--- config.mk ---
export PLATFORM = sky130hd
export DESIGN_NAME = cprf_core_regs
export DESIGN_NICKNAME = d
export VERILOG_FILES = /design/src/pkg/cprf_pkg.sv /design/src/cprf_core_regs.sv /design/src/cprf_stack_ptr.sv /design/src/cprf_flag_reg.sv
export SDC_FILE = /design/constraint.sdc
export NUM_CORES = 1
export LEC_CHECK = 0
export ABC_AREA = 0
export BUFFER_PORTS_ARGS = -buffer_cell sky130_fd_sc_hd__buf_2
export CORE_AREA = 3 3 100 102
export CTS_CLUSTER_SIZE = 30
export DETAILED_ROUTE_END_ITERATION = 6
export DIE_AREA = 0 0 103 105
export PLACE_DENSITY = 0.77
export SYNTH_ARGS = -nofsm -noshare
export SYNTH_HDL_FRONTEND = slang
export SYNTH_SLANG_ARGS = --single-unit
--- constraint.sdc ---
create_clock -name i_clk -period 2 [get_ports i_clk]
set_clock_uncertainty 0.05 [all_clocks]
set_input_delay 0.5 -clock i_clk [delete_from_list [all_inputs] [get_ports i_clk]]
set_output_delay 0.5 -clock i_clk [all_outputs]
set_load 0.02 [all_outputs]
--- src/pkg/cprf_pkg.sv ---
/*
  Shared constants, field layout and command encodings for the core's
  internal register set: accumulator, index, program counter, stack
  pointer and flags.
  Assumes one core clock and one asynchronous active-low reset.
*/
package cprf_pkg;

  // Widths of the internal registers and of the register address space.
  localparam int unsigned CPRF_DATA_W = 8;
  localparam int unsigned CPRF_PC_W = 16;
  localparam int unsigned CPRF_ADDR_W = 8;

  // The only internal register with a location in the register space.
  localparam logic [7:0] CPRF_FLAGS_OFFSET = 8'hF7;

  // Reset values.
  localparam logic [7:0] CPRF_ACC_RESET = 8'h00;
  localparam logic [7:0] CPRF_IDX_RESET = 8'h00;
  localparam logic [15:0] CPRF_PC_RESET = 16'h0000;
  localparam logic [7:0] CPRF_SP_RESET = 8'h00;
  localparam logic [7:0] CPRF_FLAGS_RESET = 8'h02;

  // Flag field positions.
  localparam int unsigned CPRF_FLAG_RAM_PAGE_MODE_FIELD_LSB = 6;
  localparam int unsigned CPRF_FLAG_BANK_BIT = 4;
  localparam int unsigned CPRF_FLAG_CARRY_BIT = 2;
  localparam int unsigned CPRF_FLAG_ZERO_BIT = 1;
  localparam int unsigned CPRF_FLAG_GIE_BIT = 0;

  // Bits 5 and 3 are reserved and always hold zero.
  localparam logic [7:0] CPRF_FLAGS_USED_MASK = 8'hD7;

  // Flag register layout.
  typedef struct packed {
    logic [1:0] ram_page_mode_field;
    logic rsvd5;
    logic register_bank_select;
    logic rsvd3;
    logic carry;
    logic zero;
    logic global_interrupt_enable;
  } cprf_flags_t;

  // Stack pointer operations.
  typedef enum logic [2:0] {
    CPRF_SP_NONE = 3'b000,
    CPRF_SP_PUSH = 3'b001,
    CPRF_SP_POP = 3'b010,
    CPRF_SP_ADD = 3'b011,
    CPRF_SP_LOAD = 3'b100
  } cprf_sp_op_t;

  // Flag register operations.
  typedef enum logic [2:0] {
    CPRF_FLAG_NONE = 3'b000,
    CPRF_FLAG_AND = 3'b001,
    CPRF_FLAG_OR = 3'b010,
    CPRF_FLAG_XOR = 3'b011,
    CPRF_FLAG_LOAD = 3'b100,
    CPRF_FLAG_ALU = 3'b101
  } cprf_flag_op_t;

  // Register-space access from the instruction sequencer.
  typedef struct packed {
    logic rd;
    logic wr;
    logic [7:0] addr;
    logic [7:0] wdata;
  } cprf_reg_req_t;

  // Register-space access forwarded to the peripheral registers.
  typedef struct packed {
    logic rd;
    logic wr;
    logic bank;
    logic [7:0] addr;
    logic [7:0] wdata;
  } cprf_periph_req_t;

endpackage

--- src/cprf_core_regs.sv ---
/*
  Internal register set of the 8-bit core: accumulator, index, program
  counter, stack pointer and flags, with the register-space decode that
  exposes the flags and routes all other accesses to the selected bank.
  Assumes the instruction sequencer runs on the same clock and issues
  single-cycle commands; peripheral registers answer reads in the same cycle.
*/
module cprf_core_regs (
  // Clock and reset.
  input wire logic i_clk,
  input wire logic i_rst_n,
  // Accumulator and index commands.
  input wire logic i_acc_load,
  input wire logic [7:0] i_acc_data,
  input wire logic i_idx_load,
  input wire logic [7:0] i_idx_data,
  input wire logic i_swap_acc_idx,
  // Program counter commands.
  input wire logic i_pc_inc,
  input wire logic i_pc_load,
  input wire logic [15:0] i_pc_data,
  // Stack pointer commands.
  input wire cprf_pkg::cprf_sp_op_t i_sp_op,
  input wire logic [7:0] i_sp_operand,
  // Flag commands.
  input wire cprf_pkg::cprf_flag_op_t i_flag_op,
  input wire logic [7:0] i_flag_operand,
  input wire logic i_alu_carry,
  input wire logic i_alu_zero,
  // Register-space access from the sequencer.
  input wire cprf_pkg::cprf_reg_req_t i_reg_req,
  output logic [7:0] o_reg_rdata,
  output logic o_reg_rvalid,
  // Register-space access toward the peripheral registers.
  output cprf_pkg::cprf_periph_req_t o_periph_req,
  input wire logic [7:0] i_periph_rdata,
  // Interrupt gate.
  input wire logic i_irq_pending,
  input wire logic i_insn_boundary,
  output logic o_irq_accept,
  // Register state seen by the datapath.
  output logic [7:0] o_acc,
  output logic [7:0] o_idx,
  output logic [15:0] o_pc,
  output logic o_pc_page_cross,
  output logic [7:0] o_sp,
  output logic [7:0] o_stack_addr,
  output cprf_pkg::cprf_flags_t o_flags
);

  // True when an offset selects the flag register; the bank is not looked at.
  function automatic logic is_flags_offset(input logic [7:0] addr);
    is_flags_offset = (addr == cprf_pkg::CPRF_FLAGS_OFFSET);
  endfunction

  // Next program counter value for a sequential step. It is formed one bit
  // wider so the carry out of the count is visible; callers drop the top bit
  // on purpose, which makes the counter wrap at sixteen bits.
  function automatic logic [16:0] pc_step(input logic [15:0] pc_now);
    pc_step = {1'b0, pc_now} + 17'h0_0001;
  endfunction

  // Registered state and the next values computed for it.
  logic [7:0] acc;
  logic [7:0] next_acc;
  logic [7:0] idx;
  logic [7:0] next_idx;
  logic [15:0] pc;
  logic [15:0] next_pc;
  logic page_cross;
  logic next_page_cross;
  logic [7:0] rdata;
  logic [7:0] next_rdata;
  logic rvalid;
  logic next_rvalid;
  logic [16:0] pc_inc_val;
  logic flags_hit;
  cprf_pkg::cprf_flags_t flags;

  // Stack pointer with stepping and wrap.
  cprf_stack_ptr u_stack_ptr (
    .i_clk(i_clk),
    .i_rst_n(i_rst_n),
    .i_op(i_sp_op),
    .i_operand(i_sp_operand),
    .o_sp(o_sp),
    .o_stack_addr(o_stack_addr)
  );

  // Flag register with logical immediate operations.
  cprf_flag_reg u_flag_reg (
    .i_clk(i_clk),
    .i_rst_n(i_rst_n),
    .i_op(i_flag_op),
    .i_operand(i_flag_operand),
    .i_alu_carry(i_alu_carry),
    .i_alu_zero(i_alu_zero),
    .o_flags(flags)
  );

  // Accumulator and index are reached only through these commands, never by
  // an offset. A swap has priority over the individual loads.
  always_comb begin
    next_acc = acc;
    next_idx = idx;
    if (i_swap_acc_idx) begin
      next_acc = idx;
      next_idx = acc;
    end else begin
      if (i_acc_load) begin
        next_acc = i_acc_data;
      end
      if (i_idx_load) begin
        next_idx = i_idx_data;
      end
    end
  end

  // Accumulator and index registers.
  always_ff @(posedge i_clk or negedge i_rst_n) begin
    if (!i_rst_n) begin
      acc <= cprf_pkg::CPRF_ACC_RESET;
      idx <= cprf_pkg::CPRF_IDX_RESET;
    end else begin
      acc <= next_acc;
      idx <= next_idx;
    end
  end

  // A load wins over an increment. The page-cross flag tells the sequencer
  // that an increment moved the upper byte, which costs the core an extra cycle.
  always_comb begin
    pc_inc_val = pc_step(pc);
    next_pc = pc;
    next_page_cross = 1'b0;
    if (i_pc_load) begin
      next_pc = i_pc_data;
    end else if (i_pc_inc) begin
      next_pc = pc_inc_val[15:0];
      next_page_cross = (pc_inc_val[15:8] != pc[15:8]);
    end
  end

  // Program counter register.
  always_ff @(posedge i_clk or negedge i_rst_n) begin
    if (!i_rst_n) begin
      pc <= cprf_pkg::CPRF_PC_RESET;
      page_cross <= 1'b0;
    end else begin
      pc <= next_pc;
      page_cross <= next_page_cross;
    end
  end

  // Register-space decode. The flag offset is claimed in both banks; every
  // other offset goes out with the bank bit taken from the flags, giving a
  // 2 x 256 byte space. A write to the flag offset is dropped on purpose:
  // the flags change only through the flag commands.
  assign flags_hit = is_flags_offset(i_reg_req.addr);

  always_comb begin
    o_periph_req.rd = i_reg_req.rd & ~flags_hit;
    o_periph_req.wr = i_reg_req.wr & ~is_flags_offset(i_reg_req.addr);
    o_periph_req.bank = flags.register_bank_select;
    o_periph_req.addr = i_reg_req.addr;
    o_periph_req.wdata = i_reg_req.wdata;
  end

  // Read data is registered and shown one cycle after the request.
  always_comb begin
    next_rvalid = i_reg_req.rd;
    next_rdata = rdata;
    if (i_reg_req.rd) begin
      if (flags_hit) begin
        next_rdata = flags;
      end else begin
        next_rdata = i_periph_rdata;
      end
    end
  end

  // Read data register.
  always_ff @(posedge i_clk or negedge i_rst_n) begin
    if (!i_rst_n) begin
      rdata <= 8'h00;
      rvalid <= 1'b0;
    end else begin
      rdata <= next_rdata;
      rvalid <= next_rvalid;
    end
  end

  // Interrupts are taken only at an instruction boundary and only while
  // the global enable is set; the handshake output is combinational.
  // A request that arrives while the enable is clear is not lost here: it
  // simply waits in the controller until the sequencer sets the enable.
  assign o_irq_accept = i_irq_pending & i_insn_boundary
    & flags.global_interrupt_enable;

  // State outputs. Each comes straight from a flip-flop, so the datapath
  // never sees a value that is still settling within the cycle.
  assign o_acc = acc;
  assign o_idx = idx;
  assign o_pc = pc;
  assign o_pc_page_cross = page_cross;
  assign o_flags = flags;
  assign o_reg_rdata = rdata;
  assign o_reg_rvalid = rvalid;

endmodule // cprf_core_regs

--- src/cprf_stack_ptr.sv ---
/*
  Stack pointer of the core: steps on push and pop, wraps modulo 256.
  Assumes at most one operation per cycle from the instruction sequencer.
*/
module cprf_stack_ptr (
  // Clock and reset.
  input wire logic i_clk,
  input wire logic i_rst_n,
  // Operation.
  input wire cprf_pkg::cprf_sp_op_t i_op,
  input wire logic [7:0] i_operand,
  // State.
  output logic [7:0] o_sp,
  output logic [7:0] o_stack_addr
);

  logic [7:0] sp;
  logic [7:0] next_sp;

  // Push post-increments, pop pre-decrements; 8-bit arithmetic gives the wrap.
  always_comb begin
    next_sp = sp;
    case (i_op)
      cprf_pkg::CPRF_SP_PUSH: next_sp = sp + 8'h01;
      cprf_pkg::CPRF_SP_POP: next_sp = sp - 8'h01;
      cprf_pkg::CPRF_SP_ADD: next_sp = sp + i_operand;
      cprf_pkg::CPRF_SP_LOAD: next_sp = i_operand;
      default: next_sp = sp;
    endcase
  end

  // State register.
  always_ff @(posedge i_clk or negedge i_rst_n) begin
    if (!i_rst_n) begin
      sp <= cprf_pkg::CPRF_SP_RESET;
    end else begin
      sp <= next_sp;
    end
  end

  // A pop reads the byte below the pointer; anything else addresses the pointer.
  assign o_stack_addr = (i_op == cprf_pkg::CPRF_SP_POP) ? sp - 8'h01 : sp;
  assign o_sp = sp;

endmodule // cprf_stack_ptr

--- src/cprf_flag_reg.sv ---
/*
  Flag register of the core with logical immediate operations.
  Assumes the sequencer issues at most one flag operation per cycle.
*/
module cprf_flag_reg (
  // Clock and reset.
  input wire logic i_clk,
  input wire logic i_rst_n,
  // Operation.
  input wire cprf_pkg::cprf_flag_op_t i_op,
  input wire logic [7:0] i_operand,
  input wire logic i_alu_carry,
  input wire logic i_alu_zero,
  // State.
  output cprf_pkg::cprf_flags_t o_flags
);

  logic [7:0] flags;
  logic [7:0] next_flags;
  logic [7:0] raw;

  // Reserved bits are forced to zero so that a careless mask cannot set them.
  always_comb begin
    raw = flags;
    case (i_op)
      cprf_pkg::CPRF_FLAG_AND: raw = flags & i_operand;
      cprf_pkg::CPRF_FLAG_OR: raw = flags | i_operand;
      cprf_pkg::CPRF_FLAG_XOR: raw = flags ^ i_operand;
      cprf_pkg::CPRF_FLAG_LOAD: raw = i_operand;
      cprf_pkg::CPRF_FLAG_ALU: begin
        raw[cprf_pkg::CPRF_FLAG_CARRY_BIT] = i_alu_carry;
        raw[cprf_pkg::CPRF_FLAG_ZERO_BIT] = i_alu_zero;
      end
      default: raw = flags;
    endcase
    next_flags = raw & cprf_pkg::CPRF_FLAGS_USED_MASK;
  end

  // State register.
  always_ff @(posedge i_clk or negedge i_rst_n) begin
    if (!i_rst_n) begin
      flags <= cprf_pkg::CPRF_FLAGS_RESET;
    end else begin
      flags <= next_flags;
    end
  end

  assign o_flags = cprf_pkg::cprf_flags_t'(flags);

endmodule // cprf_flag_reg

==> summary.md <==
| Metric | Value |
|---|---|
| Latest clock arrival within the worst-skew pair | `0.32 ns` |
| Routed Wire Length | `11620 um` |
| Worst-case setup slack after placement | `-0.4169 ns` |
| Max-cap violations | `0` |
| Share of cells above drive strength 1 | `0.4502` |
| Worst R2R Path Depth | `10` |
| Finish-stage setup viols | `10` |
| First-pass GRT wire length | `18310 um` |
| Min-Delay Path Class | `input port to asynchronous set/reset pin` |
| Total of flip-flops plus latches after synthesis | `56` |
| TritonCTS clock tree | `yes` |
| PortBufs | `156` |
| Number of vias in the routed layout | `3993` |
| Die boundary height | `105 um` |
| Beginning of the worst register-to-register path | `u_stack_ptr.o_sp[0]$_DFFE_PN0P_` |
| Maximum clock insertion buffer count | `2` |
| Status | `finished, violations left` |
| Main combinational cell family by area after synthesis | `simple AND/OR/NAND/NOR gates` |
| Aggregate global routing overflow | `0` |
| Net count reported at finish | `755` |
| Area of the mapped netlist | `0.004025 mm2` |
| Data arrival, critical path | `1.82 ns` |
| Total number of placement rows | `35` |
| Initial DRT Pass Iterations | `5` |
| Library cell contributing the largest single delay on the critical path | `sky130_fd_sc_hd__dfrtp_2` |
| Static leakage | `2.812 nW` |
| Number of global-route vias before repair | `3902` |
| Met1 usage in global routing | `0.2716` |
| Number of standard cells after synthesis | `456` |
| Initial Utilization | `0.4377` |
| Maximum clock rate | `421.2 MHz` |
| Startpoint class of the critical path | `flip-flop` |
| Number of design rule violations left after detail routing | `0` |
| Relative area change from synthesis to final layout | `41.25%` |
| Cell chain of the critical path | `inv_2 > ha_4 > nor3b_4 > nand2_2 > nor3_4 > xor2_2 > buf_6` |
| Critical path class | `flip-flop to primary output` |
| Number of endpoints with negative hold slack in the final report | `0` |
| Fraction of the mapped netlist area in compound gates | `0.1455` |
| Category of the worst setup path capture point | `primary output` |
| Sequential element share of the synthesized area | `0.3485` |
| Via count normalized by instance count | `5.303` |
| Pins over their slew limit | `0` |
| Post-Synth Simple-Gate Area | `0.1834` |
| Proportion of netlist area held by the largest area contributor | `0.3419` |
| Worst Path Max Fanout | `4` |
| GR Util met2 | `0.3364` |
| X dimension of the die | `103 um` |
| CP required | `1.45 ns` |
| Ys flop type | `sky130_fd_sc_hd__dfrtp_1` |
| Adder-cell area share of the yosys netlist | `0.07336` |
| Post-route clock period utilization | `1.187` |
| Number of antenna repair diodes | `0` |
| Boundary pin count | `177` |
| DRT antenna net count | `0` |
| Violated checks | `negative setup slack` |
| Proportion of synthesized area in mux cells | `0.09419` |
| RSZ-0062 raised after global routing | `true` |
| Ranking of synthesized cells by area | `sky130_fd_sc_hd__dfrtp_1 (34%), sky130_fd_sc_hd__mux2i_1 (7.5%), sky130_fd_sc_hd__ha_1 (6.8%)` |
| Average size of a mapped cell | `8.827 um2` |
| Xor/xnor cell area share of the yosys netlist | `0.06310` |
| Half-perimeter wire length after placement | `8412 um` |
| Share of flip-flops with an asynchronous set or reset after synthesis | `1.000` |
| Overall Global Routing Usage | `0.2062` |
| Maximum VDD drop | `0.0003550 V` |
| Setup slack of the most critical reg-to-reg path | `-0.24 ns` |
| Most congested layer reported by global routing | `met2` |
| Routing usage on met3 | `0.04005` |
| Leading area contributor after synthesis | `sky130_fd_sc_hd__dfrtp_1` |
| Count of warnings emitted by yosys | `0` |
| Largest net degree at the start of global routing | `57` |
| Number of clock buffers inserted by TritonCTS | `5` |
| Total chip power | `0.004644 W` |
| RD Place Congestion | `0.9349` |
| Shortest clock period the worst path allows after layout | `2.374 ns` |
| Post-synth EDFFs | `0` |
| Core area | `0.009196 mm2` |
| Number of sinks on the clock net | `56` |
| Number of design-rule violations left by the first detailed-router iteration | `140` |
| Worst r2r dst | `u_stack_ptr.o_sp[6]$_DFFE_PN0P_` |
| Number of antenna violations at the first check in global routing | `0` |
| Post-route setup slack | `-0.3740 ns` |
| Master cell of the clock root buffer | `sky130_fd_sc_hd__clkbuf_8` |
| Power density cells | `816.8 mW/mm2` |
| Fill cell instance count of the final layout | `771` |
| Delay of the slowest critical-path stage | `0.45 ns` |
| Die area | `0.01082 mm2` |
| Post-detailed-route wirelength per cell | `15.43 um` |
| Clock Pin Slew Worst Setup and Hold Paths | `0.11 ns` |
| Number of levels in the clock H-tree | `2` |
| Number of distinct library cells after synthesis | `56` |
## kinds of logic (layout without fill, tap and decap cells)
kind of cell	count (synthesis)	after routing
DFF	56	56
xor gates and xnor gates	29	29
and+or+nand+nor	144	145
muxes	34	34
other	1	2
buffers and inverters	71	255
AOI/OAI and AO/OA	98	98
adders and majority gates	23	23
## state kept, by name (all words and copies together) (netlist names)
register,flops
u_flag_reg.o_flags,6
o_reg_rvalid,1
o_pc,16
o_pc_page_cross,1
u_stack_ptr.o_sp,8
o_idx,8
o_reg_rdata,8
o_acc,8
## synth_stat cells, types with 4 or more instances
cell type / number
sky130_fd_sc_hd__nand2_1: 58
sky130_fd_sc_hd__and3_1: 9
sky130_fd_sc_hd__nand2b_1: 4
sky130_fd_sc_hd__buf_4: 21
sky130_fd_sc_hd__nand3_1: 6
sky130_fd_sc_hd__nor2b_1: 6
sky130_fd_sc_hd__dfrtp_1: 55
sky130_fd_sc_hd__nor3_1: 7
sky130_fd_sc_hd__inv_1: 23
sky130_fd_sc_hd__o21ai_0: 47
sky130_fd_sc_hd__a211oi_1: 5
sky130_fd_sc_hd__mux2i_1: 30
sky130_fd_sc_hd__clkbuf_1: 18
sky130_fd_sc_hd__o22ai_1: 5
sky130_fd_sc_hd__nor2_1: 28
sky130_fd_sc_hd__buf_2: 5
sky130_fd_sc_hd__a21oi_1: 16
sky130_fd_sc_hd__xor2_1: 17
sky130_fd_sc_hd__ha_1: 22
sky130_fd_sc_hd__xnor2_1: 12
sky130_fd_sc_hd__nand4_1: 7
## worst max path at each step
stage	start	to	slack, ns
2_1_floorplan	i_sp_op[0]	u_stack_ptr.o_sp[6]$_DFFE_PN0P_	-0.28
3_3_place_gp	i_sp_op[1]	u_stack_ptr.o_sp[6]$_DFFE_PN0P_	-0.37
3_5_place_dp	i_sp_op[1]	u_stack_ptr.o_sp[6]$_DFFE_PN0P_	-0.42
4_1_cts	u_stack_ptr.o_sp[0]$_DFFE_PN0P_	o_stack_addr[6]	-0.38
5_1_grt	u_stack_ptr.o_sp[0]$_DFFE_PN0P_	o_stack_addr[6]	-0.48
6_report	u_stack_ptr.o_sp[0]$_DFFE_PN0P_	o_stack_addr[6]	-0.37
## what timing repair did
item	in CTS	in global routing
resized for setup	51	18
pin swaps	15	17
setup buffers	9	9
hold buffers	0	0
cloned	1	0
setup endpoints to repair	12	14
## cells in the final DEF, fill, tap and decap left out, types with 3 or more instances in the layout
cell type,synthesis,final
sky130_fd_sc_hd__mux4_2,3,3
sky130_fd_sc_hd__nand3_1,6,4
sky130_fd_sc_hd__xnor2_2,0,3
sky130_fd_sc_hd__nor3_1,7,3
sky130_fd_sc_hd__and3_1,9,8
sky130_fd_sc_hd__a31oi_1,3,3
sky130_fd_sc_hd__xnor2_1,12,8
sky130_fd_sc_hd__ha_4,0,6
sky130_fd_sc_hd__clkbuf_8,0,5
sky130_fd_sc_hd__buf_12,0,3
sky130_fd_sc_hd__o221ai_1,3,3
sky130_fd_sc_hd__dfrtp_1,55,53
sky130_fd_sc_hd__a211oi_1,5,4
sky130_fd_sc_hd__o21a_1,3,3
sky130_fd_sc_hd__buf_4,21,58
sky130_fd_sc_hd__nor2_1,28,27
sky130_fd_sc_hd__nand2_1,58,55
sky130_fd_sc_hd__nor3_2,1,3
sky130_fd_sc_hd__a21oi_1,16,16
sky130_fd_sc_hd__mux2i_1,30,30
sky130_fd_sc_hd__a22oi_1,3,3
sky130_fd_sc_hd__xor2_1,17,15
sky130_fd_sc_hd__nor2_2,3,4
sky130_fd_sc_hd__o21ai_1,2,7
sky130_fd_sc_hd__buf_6,2,14
sky130_fd_sc_hd__inv_2,2,5
sky130_fd_sc_hd__inv_1,23,18
sky130_fd_sc_hd__ha_1,22,15
sky130_fd_sc_hd__o22ai_1,5,4
sky130_fd_sc_hd__o21ai_0,47,41
sky130_fd_sc_hd__buf_2,5,145
sky130_fd_sc_hd__nor3_4,1,3
sky130_fd_sc_hd__nand4_1,7,7
sky130_fd_sc_hd__nor2b_1,6,5
sky130_fd_sc_hd__nand2b_1,4,4
## through the flow
stage / hold WS [ns] / setup TNS [ns] / std cells / utilization / instance area [um2]
floorplan: 0.1544 / -1.336 / 457 / - / 4174
global placement: 0.4389 / -3.308 / 727 / 0.5631 / 5179
detailed placement: 0.4500 / -3.818 / 727 / 0.5631 / 5179
CTS: 0.1281 / -1.809 / 745 / 0.6041 / 5555
global route: 0.1238 / -2.864 / 753 / 0.6182 / 5685
finish: 0.1072 / -1.988 / 753 / 0.6182 / 5685
## power breakdown
group          internal (W)  switching (W)  leakage [nW]
sequential          0.00131       0.000228         0.666
combinational       0.00117        0.00127          2.10
clock              0.000256       0.000414        0.0423
## critical path, delay by kind of cell (launching register included)
family	cells	cell delay, ns
buffers and inverters	2	0.21
and+or+nand+nor	3	0.54
xor gates and xnor gates	1	0.17
adders and majority gates	1	0.13
DFF	1	0.45
## layout make-up
cell class | count | area [um2] | area share
Clock inverter | 3 | 26.28 | 0.004621
Timing Repair Buffer | 222 | 1409 | 0.2478
Inverter | 25 | 101.3 | 0.01783
Tap cell | 111 | 138.9 | 0.02443
Multi-Input combinational cell | 331 | 2536 | 0.4461
Sequential cell | 56 | 1405 | 0.2471
Clock buffer | 5 | 68.82 | 0.01210
## routing by layer
layer  vias to the layer above  share of wire
met1                      1876           0.42
li1                       1930              -
met4                         0          0.024
met5                         -              0
met3                        24          0.071
met2                       163           0.49
Power figures use the tool's default switching activity.
